## config.mk

```make
export PLATFORM = sky130hd
export DESIGN_NAME = irq_ctrl
export DESIGN_NICKNAME = d
export VERILOG_FILES = /design/src/core/irq_ctrl_pkg.sv /design/src/core/irq_ctrl.sv
export VERILOG_INCLUDE_DIRS = /design/src /design/src/core
export SDC_FILE = /design/constraint.sdc
export NUM_CORES = 1
export LEC_CHECK = 0
export ABC_CLOCK_PERIOD_IN_PS = 1950
export BUFFER_PORTS_ARGS = -buffer_cell sky130_fd_sc_hd__buf_2
export CAP_MARGIN = 0
export CORE_MARGIN = 4
export CORE_UTILIZATION = 50
export DETAILED_ROUTE_END_ITERATION = 10
export GPL_TIMING_DRIVEN = 0
export HOLD_SLACK_MARGIN = 0.08
export PLACE_DENSITY = 0.8
export SYNTH_ARGS = -nofsm -noshare
export SYNTH_HDL_FRONTEND = slang
export SYNTH_SLANG_ARGS = --single-unit
export TNS_END_PERCENT = 50
```

## constraint.sdc

```tcl
create_clock -name sys_clk -period 1.95 [get_ports sys_clk]
set_input_delay 0.39 -clock sys_clk [delete_from_list [all_inputs] [get_ports sys_clk]]
set_output_delay 0.39 -clock sys_clk [all_outputs]
set_load 0.01 [all_outputs]
```

## src/core/irq_ctrl_consts.svh

```systemverilog
// Offsets, field positions, reset values and timing counts of the interrupt controller
`ifndef IRQ_CTRL_CONSTS_SVH
`define IRQ_CTRL_CONSTS_SVH

`define NUM_SRC 21
`define GATE_BIT 7
`define VEC_BASE 16'h0003
`define VEC_STEP 16'h0008
`define DETECT_CYCLES 1
`define CALL_CYCLES 5
`define MIN_RESPONSE (`DETECT_CYCLES + `CALL_CYCLES)
`define RETURN_CYCLES 6
`define DIVIDE_CYCLES 8
`define WORST_RESPONSE (`DETECT_CYCLES + `RETURN_CYCLES + `DIVIDE_CYCLES + `CALL_CYCLES)

`define OFF_PRIMARY_ENABLE 12'h000
`define OFF_EXT_ENABLE_A 12'h004
`define OFF_EXT_ENABLE_B 12'h008
`define OFF_PRIMARY_PRIO 12'h00c
`define OFF_EXT_PRIO_A 12'h010
`define OFF_EXT_PRIO_B 12'h014
`define OFF_PEND_SET 12'h018
`define OFF_PEND_CLR 12'h01c
`define OFF_PEND 12'h020
`define OFF_STATUS 12'h024
`define OFF_AUTOCLR 12'h028

`define RST_ENABLE 8'h00
`define RST_PRIO 8'h00
`define RST_AUTOCLR 21'h000000

`endif

```

## src/core/irq_ctrl_pkg.sv

```systemverilog
// Types shared by the interrupt controller
package irq_ctrl_pkg;
  typedef struct packed {
    logic [11:0] paddr;
    logic psel;
    logic penable;
    logic pwrite;
    logic [31:0] pwdata;
  } apb_req_t;

  typedef struct packed {
    logic [31:0] prdata;
    logic pready;
    logic pslverr;
  } apb_rsp_t;

  typedef struct packed {
    logic valid;
    logic [15:0] vector;
    logic [4:0] src;
    logic high;
  } vec_req_t;

  typedef enum logic [1:0] {
    LVL_NONE,
    LVL_LOW,
    LVL_HIGH
  } svc_level_t;
endpackage : irq_ctrl_pkg

```

## src/core/irq_ctrl.sv

```systemverilog
// Two-level priority interrupt controller with APB register access
//
// The implementer's own choices: the register offsets and the APB interface to the registers.
`include "irq_ctrl_consts.svh"

// Notes on behaviour
// - A source event sets its pending flag to 1.
// - Pending flags set regardless of the source enable.
// - Enabled pending source raises a vector request taken at an instruction boundary.
// - Return from service resumes the interrupted flow; the core keeps the return address.
// - A disabled pending flag produces no request.
// - Per-source enables count only while the global gate bit 7 is 1.
// - Global gate at 0 blocks all sources.
// - Enable cleared late may still let a request through after single-cycle instruction.
// - A cleared enable bit reads 0 at once, even inside a late-taken routine.
// - Selected flags clear on vector call; the rest are cleared by software.
// - Flag still set after return re-requests after one more instruction.
// - Software setting a pending flag acts like a hardware event.
// - Each source has a priority bit, low after reset.
// - High preempts low; nothing preempts high.
// - Higher priority wins; ties broken by lower source number.
// - Pending requests are sampled and decoded every clock.
// - Minimum response is 6 cycles: 1 detect plus 5 call.
// - After a return, one instruction runs before the next call.
// - Worst case 20 cycles including return and divide.
// - New request waits while equal or higher routine runs, through return plus one.
// - Service is deferred while the core stalls for a program-memory write.
// - Vectors are 0x0003 plus eight per source; lower number wins ties.
module irq_ctrl
  import irq_ctrl_pkg::*;
(
  // Clock and reset
  input wire logic sys_clk,
  input wire logic rst,
  // APB slave
  input wire apb_req_t apb_req,
  output apb_rsp_t apb_rsp,
  // Source events, one pulse per condition
  input wire logic [`NUM_SRC-1:0] src_event,
  // Core sequencing
  input wire logic insn_boundary,
  input wire logic return_from_service,
  input wire logic core_stalled,
  input wire logic vec_ack,
  // Vector request to the core
  output vec_req_t vec_req,
  output svc_level_t active_level
);

  logic [7:0] primary_enable_reg;
  logic [7:0] extended_enable_reg_a;
  logic [7:0] extended_enable_reg_b;
  logic [7:0] primary_priority_reg;
  logic [7:0] extended_priority_reg_a;
  logic [7:0] extended_priority_reg_b;
  logic [`NUM_SRC-1:0] pending;
  logic [`NUM_SRC-1:0] autoclr;
  logic [`NUM_SRC-1:0] pend_sampled;
  logic low_active;
  logic high_active;
  logic hold_one;
  logic [31:0] rdata;
  logic ready;

  // Register decode
  wire logic [11:0] addr = apb_req.paddr;
  wire logic access = apb_req.psel && apb_req.penable && !ready;
  // Writes land at the edge that completes the transfer, while the request still stands
  wire logic wr = apb_req.psel && apb_req.penable && ready && apb_req.pwrite;
  wire logic wr_pen = wr && addr == `OFF_PRIMARY_ENABLE;
  wire logic wr_ena = wr && addr == `OFF_EXT_ENABLE_A;
  wire logic wr_enb = wr && addr == `OFF_EXT_ENABLE_B;
  wire logic wr_ppr = wr && addr == `OFF_PRIMARY_PRIO;
  wire logic wr_pra = wr && addr == `OFF_EXT_PRIO_A;
  wire logic wr_prb = wr && addr == `OFF_EXT_PRIO_B;
  wire logic wr_set = wr && addr == `OFF_PEND_SET;
  wire logic wr_clr = wr && addr == `OFF_PEND_CLR;
  wire logic wr_acl = wr && addr == `OFF_AUTOCLR;
  wire logic mapped = addr == `OFF_PRIMARY_ENABLE || addr == `OFF_EXT_ENABLE_A ||
                      addr == `OFF_EXT_ENABLE_B || addr == `OFF_PRIMARY_PRIO ||
                      addr == `OFF_EXT_PRIO_A || addr == `OFF_EXT_PRIO_B ||
                      addr == `OFF_PEND_SET || addr == `OFF_PEND_CLR ||
                      addr == `OFF_PEND || addr == `OFF_STATUS ||
                      addr == `OFF_AUTOCLR;
  wire logic [31:0] wdata = apb_req.pwdata;

  // Source enable and priority vectors in source order
  wire logic [23:0] en_all = {extended_enable_reg_b, extended_enable_reg_a,
                              primary_enable_reg[6:0], 1'b0};
  wire logic [23:0] pr_all = {extended_priority_reg_b, extended_priority_reg_a,
                              primary_priority_reg[6:0], 1'b0};
  wire logic [`NUM_SRC-1:0] src_en = en_all[`NUM_SRC:1];
  wire logic [`NUM_SRC-1:0] src_high = pr_all[`NUM_SRC:1];
  wire logic gate = primary_enable_reg[`GATE_BIT];

  // Masking and level split; enables are the live register so a clear acts at once
  wire logic [`NUM_SRC-1:0] armed = pend_sampled & src_en & {`NUM_SRC{gate}};
  wire logic [`NUM_SRC-1:0] armed_hi = armed & src_high;
  wire logic [`NUM_SRC-1:0] armed_lo = armed & ~src_high;

  // Lowest-index winner per level, one generate chain
  logic [`NUM_SRC:0] hi_seen;
  logic [`NUM_SRC:0] lo_seen;
  logic [`NUM_SRC-1:0] hi_win;
  logic [`NUM_SRC-1:0] lo_win;
  assign hi_seen[0] = 1'b0;
  assign lo_seen[0] = 1'b0;
  genvar g;
  generate
    for (g = 0; g < `NUM_SRC; g = g + 1) begin : g_arb
      assign hi_win[g] = armed_hi[g] && !hi_seen[g];
      assign lo_win[g] = armed_lo[g] && !lo_seen[g];
      assign hi_seen[g+1] = hi_seen[g] || armed_hi[g];
      assign lo_seen[g+1] = lo_seen[g] || armed_lo[g];
    end
  endgenerate

  function automatic logic [4:0] onehot_idx(input logic [`NUM_SRC-1:0] oh);
    logic [4:0] idx;
    idx = 5'h00;
    for (int i = 0; i < `NUM_SRC; i++) begin
      if (oh[i]) begin
        idx = 5'(i);
      end
    end
    return idx;
  endfunction : onehot_idx

  // Preemption: high allowed unless high running; low only when idle
  wire logic hi_ok = |armed_hi && !high_active;
  wire logic lo_ok = |armed_lo && !high_active && !low_active;
  wire logic take = (hi_ok || lo_ok) && insn_boundary && !core_stalled &&
                    !hold_one && !vec_req.valid;
  wire logic [4:0] win_src = hi_ok ? onehot_idx(hi_win) : onehot_idx(lo_win);
  wire logic [15:0] win_vec = `VEC_BASE + {8'h00, win_src, 3'h0};
  wire logic [`NUM_SRC-1:0] ack_clr = (vec_ack && vec_req.valid) ?
      (autoclr & (`NUM_SRC'(1) << vec_req.src)) : '0;
  wire logic [`NUM_SRC-1:0] sw_set = wr_set ? wdata[`NUM_SRC-1:0] : '0;
  wire logic [`NUM_SRC-1:0] sw_clr = wr_clr ? wdata[`NUM_SRC-1:0] : '0;
  // Set beats any clear arriving in the same cycle
  wire logic [`NUM_SRC-1:0] next_pending =
      ((pending & ~sw_clr & ~ack_clr) | src_event | sw_set);

  always_comb begin
    case (addr)
      `OFF_PRIMARY_ENABLE: rdata = {24'h000000, primary_enable_reg};
      `OFF_EXT_ENABLE_A: rdata = {24'h000000, extended_enable_reg_a};
      `OFF_EXT_ENABLE_B: rdata = {24'h000000, extended_enable_reg_b};
      `OFF_PRIMARY_PRIO: rdata = {24'h000000, primary_priority_reg};
      `OFF_EXT_PRIO_A: rdata = {24'h000000, extended_priority_reg_a};
      `OFF_EXT_PRIO_B: rdata = {24'h000000, extended_priority_reg_b};
      `OFF_PEND: rdata = {11'h000, pending};
      `OFF_STATUS: rdata = {26'h0000000, high_active, low_active, hold_one,
                            vec_req.valid, vec_req.high, gate};
      `OFF_AUTOCLR: rdata = {11'h000, autoclr};
      default: rdata = 32'h00000000;
    endcase
  end

  // APB: one wait state, error on unmapped address
  always_ff @(posedge sys_clk) begin
    if (rst) begin
      ready <= 1'b0;
      apb_rsp <= '0;
    end else begin
      ready <= access;
      apb_rsp.pready <= access;
      apb_rsp.pslverr <= access && !mapped;
      apb_rsp.prdata <= (access && !apb_req.pwrite) ? rdata : 32'h00000000;
    end
  end

  always_ff @(posedge sys_clk) begin
    if (rst) begin
      primary_enable_reg <= `RST_ENABLE;
      extended_enable_reg_a <= `RST_ENABLE;
      extended_enable_reg_b <= `RST_ENABLE;
      primary_priority_reg <= `RST_PRIO;
      extended_priority_reg_a <= `RST_PRIO;
      extended_priority_reg_b <= `RST_PRIO;
      autoclr <= `RST_AUTOCLR;
    end else begin
      if (wr_pen) primary_enable_reg <= wdata[7:0];
      if (wr_ena) extended_enable_reg_a <= wdata[7:0];
      if (wr_enb) extended_enable_reg_b <= wdata[7:0];
      if (wr_ppr) primary_priority_reg <= wdata[7:0];
      if (wr_pra) extended_priority_reg_a <= wdata[7:0];
      if (wr_prb) extended_priority_reg_b <= wdata[7:0];
      if (wr_acl) autoclr <= wdata[`NUM_SRC-1:0];
    end
  end

  // Pending flags and one-cycle detection stage
  always_ff @(posedge sys_clk) begin
    if (rst) begin
      pending <= '0;
      pend_sampled <= '0;
    end else begin
      pending <= next_pending;
      pend_sampled <= pending & ~ack_clr;
    end
  end

  // Request strobe held until the core acknowledges the call
  always_ff @(posedge sys_clk) begin
    if (rst) begin
      vec_req <= '0;
    end else if (take) begin
      vec_req.valid <= 1'b1;
      vec_req.vector <= win_vec;
      vec_req.src <= win_src;
      vec_req.high <= hi_ok;
    end else if (vec_ack) begin
      vec_req.valid <= 1'b0;
    end
  end

  // Service nesting; the core keeps return addresses, we track levels only
  always_ff @(posedge sys_clk) begin
    if (rst) begin
      low_active <= 1'b0;
      high_active <= 1'b0;
      hold_one <= 1'b0;
      active_level <= LVL_NONE;
    end else begin
      if (vec_ack && vec_req.valid) begin
        if (vec_req.high) high_active <= 1'b1;
        else low_active <= 1'b1;
        active_level <= vec_req.high ? LVL_HIGH : LVL_LOW;
      end else if (return_from_service) begin
        if (high_active) begin
          high_active <= 1'b0;
          active_level <= low_active ? LVL_LOW : LVL_NONE;
        end else begin
          low_active <= 1'b0;
          active_level <= LVL_NONE;
        end
      end
      // One instruction must complete after a return before the next call
      if (return_from_service) hold_one <= 1'b1;
      else if (insn_boundary) hold_one <= 1'b0;
    end
  end

  // Cycles a serviceable request has waited for its call; a stall restarts the count
  logic [4:0] resp_wait;
  wire logic resp_waiting = (hi_ok || lo_ok) && !vec_req.valid && !core_stalled;

  always_ff @(posedge sys_clk) begin
    if (rst) begin
      resp_wait <= 5'h00;
    end else if (!resp_waiting) begin
      resp_wait <= 5'h00;
    end else if (resp_wait != 5'h1f) begin
      resp_wait <= resp_wait + 5'h01;
    end
  end

  // Late clear of an enable: requests already raised stand; the enable reads 0

  chk_hold_after_return: assert property (@(posedge sys_clk) disable iff (rst)
    return_from_service |=> !take)
    else $error("call raised directly after return");

  chk_gate_blocks: assert property (@(posedge sys_clk) disable iff (rst)
    !gate |-> !take)
    else $error("request taken with gate closed");

  chk_disabled_src: assert property (@(posedge sys_clk) disable iff (rst)
    take |-> src_en[win_src])
    else $error("disabled source won arbitration");

  chk_high_no_preempt: assert property (@(posedge sys_clk) disable iff (rst)
    high_active |-> !take)
    else $error("high routine preempted");

  chk_pend_sets: assert property (@(posedge sys_clk) disable iff (rst)
    src_event[0] |=> pending[0])
    else $error("event lost");

  chk_vector_map: assert property (@(posedge sys_clk) disable iff (rst)
    $rose(vec_req.valid) |-> vec_req.vector == 16'h0003 + {8'h00, vec_req.src, 3'h0})
    else $error("vector address wrong");

  chk_detect_delay: assert property (@(posedge sys_clk) disable iff (rst)
    take |-> |($past(pending, 1) & (`NUM_SRC'(1) << win_src)))
    else $error("request taken without one detect cycle");

  chk_stall_defer: assert property (@(posedge sys_clk) disable iff (rst)
    core_stalled |=> !$rose(vec_req.valid))
    else $error("request raised during stall");

  chk_high_first: assert property (@(posedge sys_clk) disable iff (rst)
    take && |armed_hi |-> src_high[win_src])
    else $error("low beat high");

  chk_strobe_holds: assert property (@(posedge sys_clk) disable iff (rst)
    vec_req.valid && !vec_ack |=> vec_req.valid && $stable(vec_req.vector))
    else $error("vector request dropped before ack");

  chk_worst_response: assert property (@(posedge sys_clk) disable iff (rst)
    resp_wait < 5'(`WORST_RESPONSE))
    else $error("request waited past the worst-case response");

  chk_low_blocks_low: assert property (@(posedge sys_clk) disable iff (rst)
    take && low_active |-> hi_ok)
    else $error("low request taken while low routine runs");

  chk_level_tracks: assert property (@(posedge sys_clk) disable iff (rst)
    active_level == (high_active ? LVL_HIGH : low_active ? LVL_LOW : LVL_NONE))
    else $error("active level out of step with nesting");

  chk_ack_clears: assert property (@(posedge sys_clk) disable iff (rst)
    vec_ack && vec_req.valid |=> !(|(pending & $past(ack_clr & ~src_event & ~sw_set))))
    else $error("hardware-cleared flag still set after call");

  chk_autoclr_only: assert property (@(posedge sys_clk) disable iff (rst)
    vec_ack && vec_req.valid && pending[vec_req.src] && !autoclr[vec_req.src] &&
    !sw_clr[vec_req.src] |=> |(pending & $past(`NUM_SRC'(1) << vec_req.src)))
    else $error("software-cleared flag lost on call");

  chk_valid_drops: assert property (@(posedge sys_clk) disable iff (rst)
    vec_ack && vec_req.valid |=> !vec_req.valid)
    else $error("request still standing after ack");

  chk_sw_set: assert property (@(posedge sys_clk) disable iff (rst)
    wr_set |=> (pending & $past(sw_set)) == $past(sw_set))
    else $error("software set did not reach pending");

  chk_sw_clear: assert property (@(posedge sys_clk) disable iff (rst)
    wr_clr |=> !(|(pending & $past(sw_clr & ~src_event & ~sw_set))))
    else $error("software clear did not remove flag");

  chk_event_any: assert property (@(posedge sys_clk) disable iff (rst)
    |src_event |=> (pending & $past(src_event)) == $past(src_event))
    else $error("source event did not set its flag");

  chk_no_stalled_take: assert property (@(posedge sys_clk) disable iff (rst)
    core_stalled |-> !take)
    else $error("call started during stall");

  chk_boundary_only: assert property (@(posedge sys_clk) disable iff (rst)
    !insn_boundary |-> !take)
    else $error("call started inside an instruction");

  chk_prio_reset: assert property (@(posedge sys_clk) disable iff (rst)
    $fell(rst) |-> src_high == '0)
    else $error("priority not low after reset");

  chk_sampled_every: assert property (@(posedge sys_clk) disable iff (rst)
    pend_sampled == ($past(pending) & ~$past(ack_clr)))
    else $error("detect stage skipped a cycle");

  chk_hold_clears: assert property (@(posedge sys_clk) disable iff (rst)
    hold_one && insn_boundary && !return_from_service |=> !hold_one)
    else $error("post-return hold outlived one instruction");

  chk_enable_reads: assert property (@(posedge sys_clk) disable iff (rst)
    wr_pen |=> primary_enable_reg == $past(wdata[7:0]))
    else $error("enable write not visible at once");

  chk_late_request: assert property (@(posedge sys_clk) disable iff (rst)
    vec_req.valid && !vec_ack && !gate |=> vec_req.valid)
    else $error("raised request withdrawn by late clear");

  chk_gate_bit: assert property (@(posedge sys_clk) disable iff (rst)
    take |-> gate && src_en[win_src])
    else $error("source enable used with gate closed");

  chk_return_level: assert property (@(posedge sys_clk) disable iff (rst)
    return_from_service && high_active && !vec_ack |=> !high_active)
    else $error("return did not end high routine");

  chk_vector_src: assert property (@(posedge sys_clk) disable iff (rst)
    vec_req.valid |-> vec_req.src < `NUM_SRC)
    else $error("request names a missing source");

  chk_high_preempts: assert property (@(posedge sys_clk) disable iff (rst)
    hi_ok && insn_boundary && !core_stalled && !hold_one && !vec_req.valid |-> take)
    else $error("high request not taken over low routine");

endmodule : irq_ctrl

```

==> qor.csv <==
metric;value;unit
async_reset_ff_share;0;%
status;finished with violations;
finalPower;6.58;mW
layout_common_cells;dfxtp_1 (144), nand2_1 (116), buf_2 (94);
die_h;125;um
yosysUniqueCellTypes;59;
finClkSkew;8.98;ps
grt_busiest_layer;met2;
nNetsFinal;1083;
wl_per_cell;21.8;um
end_kind;flip-flop;
drv_cap;0;
ys_seq_elements;147;
final_util;67.7;%
gr-usage-met3;7.51;%
die_w;125;um
clk_latency;430;ps
grt_pass1_vias;6959;
synth_edf_count;0;
layout_commonest_cell;dfxtp_1;
rsz0062_at_grt;true;
synth_area;0.00689;mm^2
met2_usage;48.6;%
numClockSinks;147;
cts_tree;yes;
dpl.hpwl;18500;um
antenna_left;0;
dp_slack;-899;ps
cts_buffer_depth;2;
gp_congestion;1.03;
dr.pass1.iters;8;
final_cells;1196;
drc;0;
crit_arrival;2640;ps
htree_levels;4;
synth-seq-area-share;42.7;%
drive_gt1_share;28.1;%
hold_violations;0;
tightest_slew;819;ps
via_count;7560;
hold_class;input port to flip-flop;
core_area;0.0133;mm^2
relSlewSlack;45.4;%
die_area;0.0157;mm^2
areaGrowthSynthToFinish;31.1;%
period_minus_slack;2340;ps
fin_hold_ws;172;ps
clk_pin_slew;70;ps
grt_use_total;31.4;%
fp-row-count;42;
yosys_warnings;0;
period_share;120;%
largest_reg_flops;22;
crit_type;flip-flop to flip-flop;
postCtsHoldBufs;0;
cp-start-kind;flip-flop;
crit_required;2250;ps
cts_buffers;17;
clock_tree.root_cell;clkbuf_16;
pwr-share-clk;47.2;%
power_density;728;mW/mm^2
use_met1;41.1;%
fin_area;0.00903;mm^2
drtIter0Drc;1084;
regMostFlops;apb_rsp;
avgViaCountPerCell;6.32;
p_int;4.97;mW
slew_violations;0;
power_frac_seq;47.2;%
place_area;0.00765;mm^2
synth_area_per_cell;8.29;um^2
yosys_most_used_dff;dfxtp_1;
overflow;0;
dp.cells;1116;
comb_power_share;5.6;%
cp_max_fo;10;
grt_pass1_wl;38600;um
net-switching-power;1.61;mW
fmax;428;MHz
power_leakage;3.49;nW
num_io_pins;133;
switching_share;24.4;%
portBuffers;90;
antenna_cells;0;
violations;setup timing;
start_util;51.6;%
vdd_drop_max;0.000541;V
tns;-3930;ps
routed_wl;26100;um
grt_start_max_net_pins;17;
antenna_found_initial;0;
final-setup-viol-count;18;
synthCells;831;
worst_slack;-387;ps
==> cells in the mapped netlist (5+ instances only) <==
cell type  number  area share, %
nand2_1       119            6.5
nor2b_1         7           0.64
clkbuf_1       37            2.0
nor4_4          6            1.9
nor2_1         95            5.2
a222oi_1       10            1.5
dfxtp_1       147             43
mux2i_1        16            2.3
o21ai_0        27            2.0
a211oi_1       18            2.0
nor3_1          7           0.51
a311oi_1        5           0.64
a21oi_1        88            6.4
nand4_1        24            2.2
a22o_1          7           0.89
nand3_1        49            3.6
nand4b_1       16            2.0
inv_1           7           0.38
a22oi_1        21            2.3
a31oi_1        15            1.4
nand3b_1        5           0.55
buf_4          28            3.1
buf_2          11           0.80
a221oi_1        6           0.76
==> path summary, 6_finish.rpt <==
check / startpoint / to / slack [ps] / depth (start not counted)
min: src_event[18] / pending[18] / 170 / 3
max reg2reg: vec_req[1] / pending[17] / -390 / 7
min reg2reg: extended_enable_reg_b[6] / extended_enable_reg_b[6] / 460 / 2
max: vec_req[1] / pending[17] / -390 / 7
==> layer usage <==
layer / vias to the layer above / share of wire, %
met5: - / 0
met4: 0 / 4.7
met3: 90 / 12
met2: 557 / 45
met1: 3565 / 38
li1: 3348 / -
==> area by class of cell <==
type                       instances  area (um^2)
clock buffer                      19          443
clock inverter                    11          106
buffer                            80          519
timing repair buffer             140          918
tap                              176          220
inverter                           7         26.3
multi-input combinational        616         3850
sequential                       147         2950
fill                            1124         4320
==> repair_timing <==
action / in CTS / in global routing
gates cloned: 3 / 1
setup endpoints to repair: 107 / 115
gates resized for setup: 47 / 53
buffers inserted: 26 / 20
pin swaps: 22 / 24
==> cell families (layout without fill, tap and decap cells) <==
family / after synthesis / count (layout) / synth area share (%)
simple gates: 364 / 364 / 28.0
compound gates: 216 / 216 / 20.0
flops: 147 / 147 / 42.7
buf+inv: 87 / 257 / 6.90
mux: 16 / 16 / 2.33
other cells: 1 / 20 / 0.0544
==> critical path: stages, from the launching register on <==
cell and delay, ps:
dfxtp_1 660, nor2b_1 320, nor2b_1 450, nand2_1 100, o21ai_0 280, a21oi_1 90, a211oi_1 260, nor2_1 60
==> power groups by stage <==
stage / clock, mW / sequential (mW) / combinational [mW]
finish: 3.11 / 3.10 / 0.368
global route: 3.24 / 3.10 / 0.398
CTS: 3.10 / 3.10 / 0.350
detailed placement: 0 / 3.16 / 0.343
global placement: 0 / 3.16 / 0.338
floorplan: 0 / 3.15 / 0.204
Note: power is estimated with default switching activity, not from simulation.
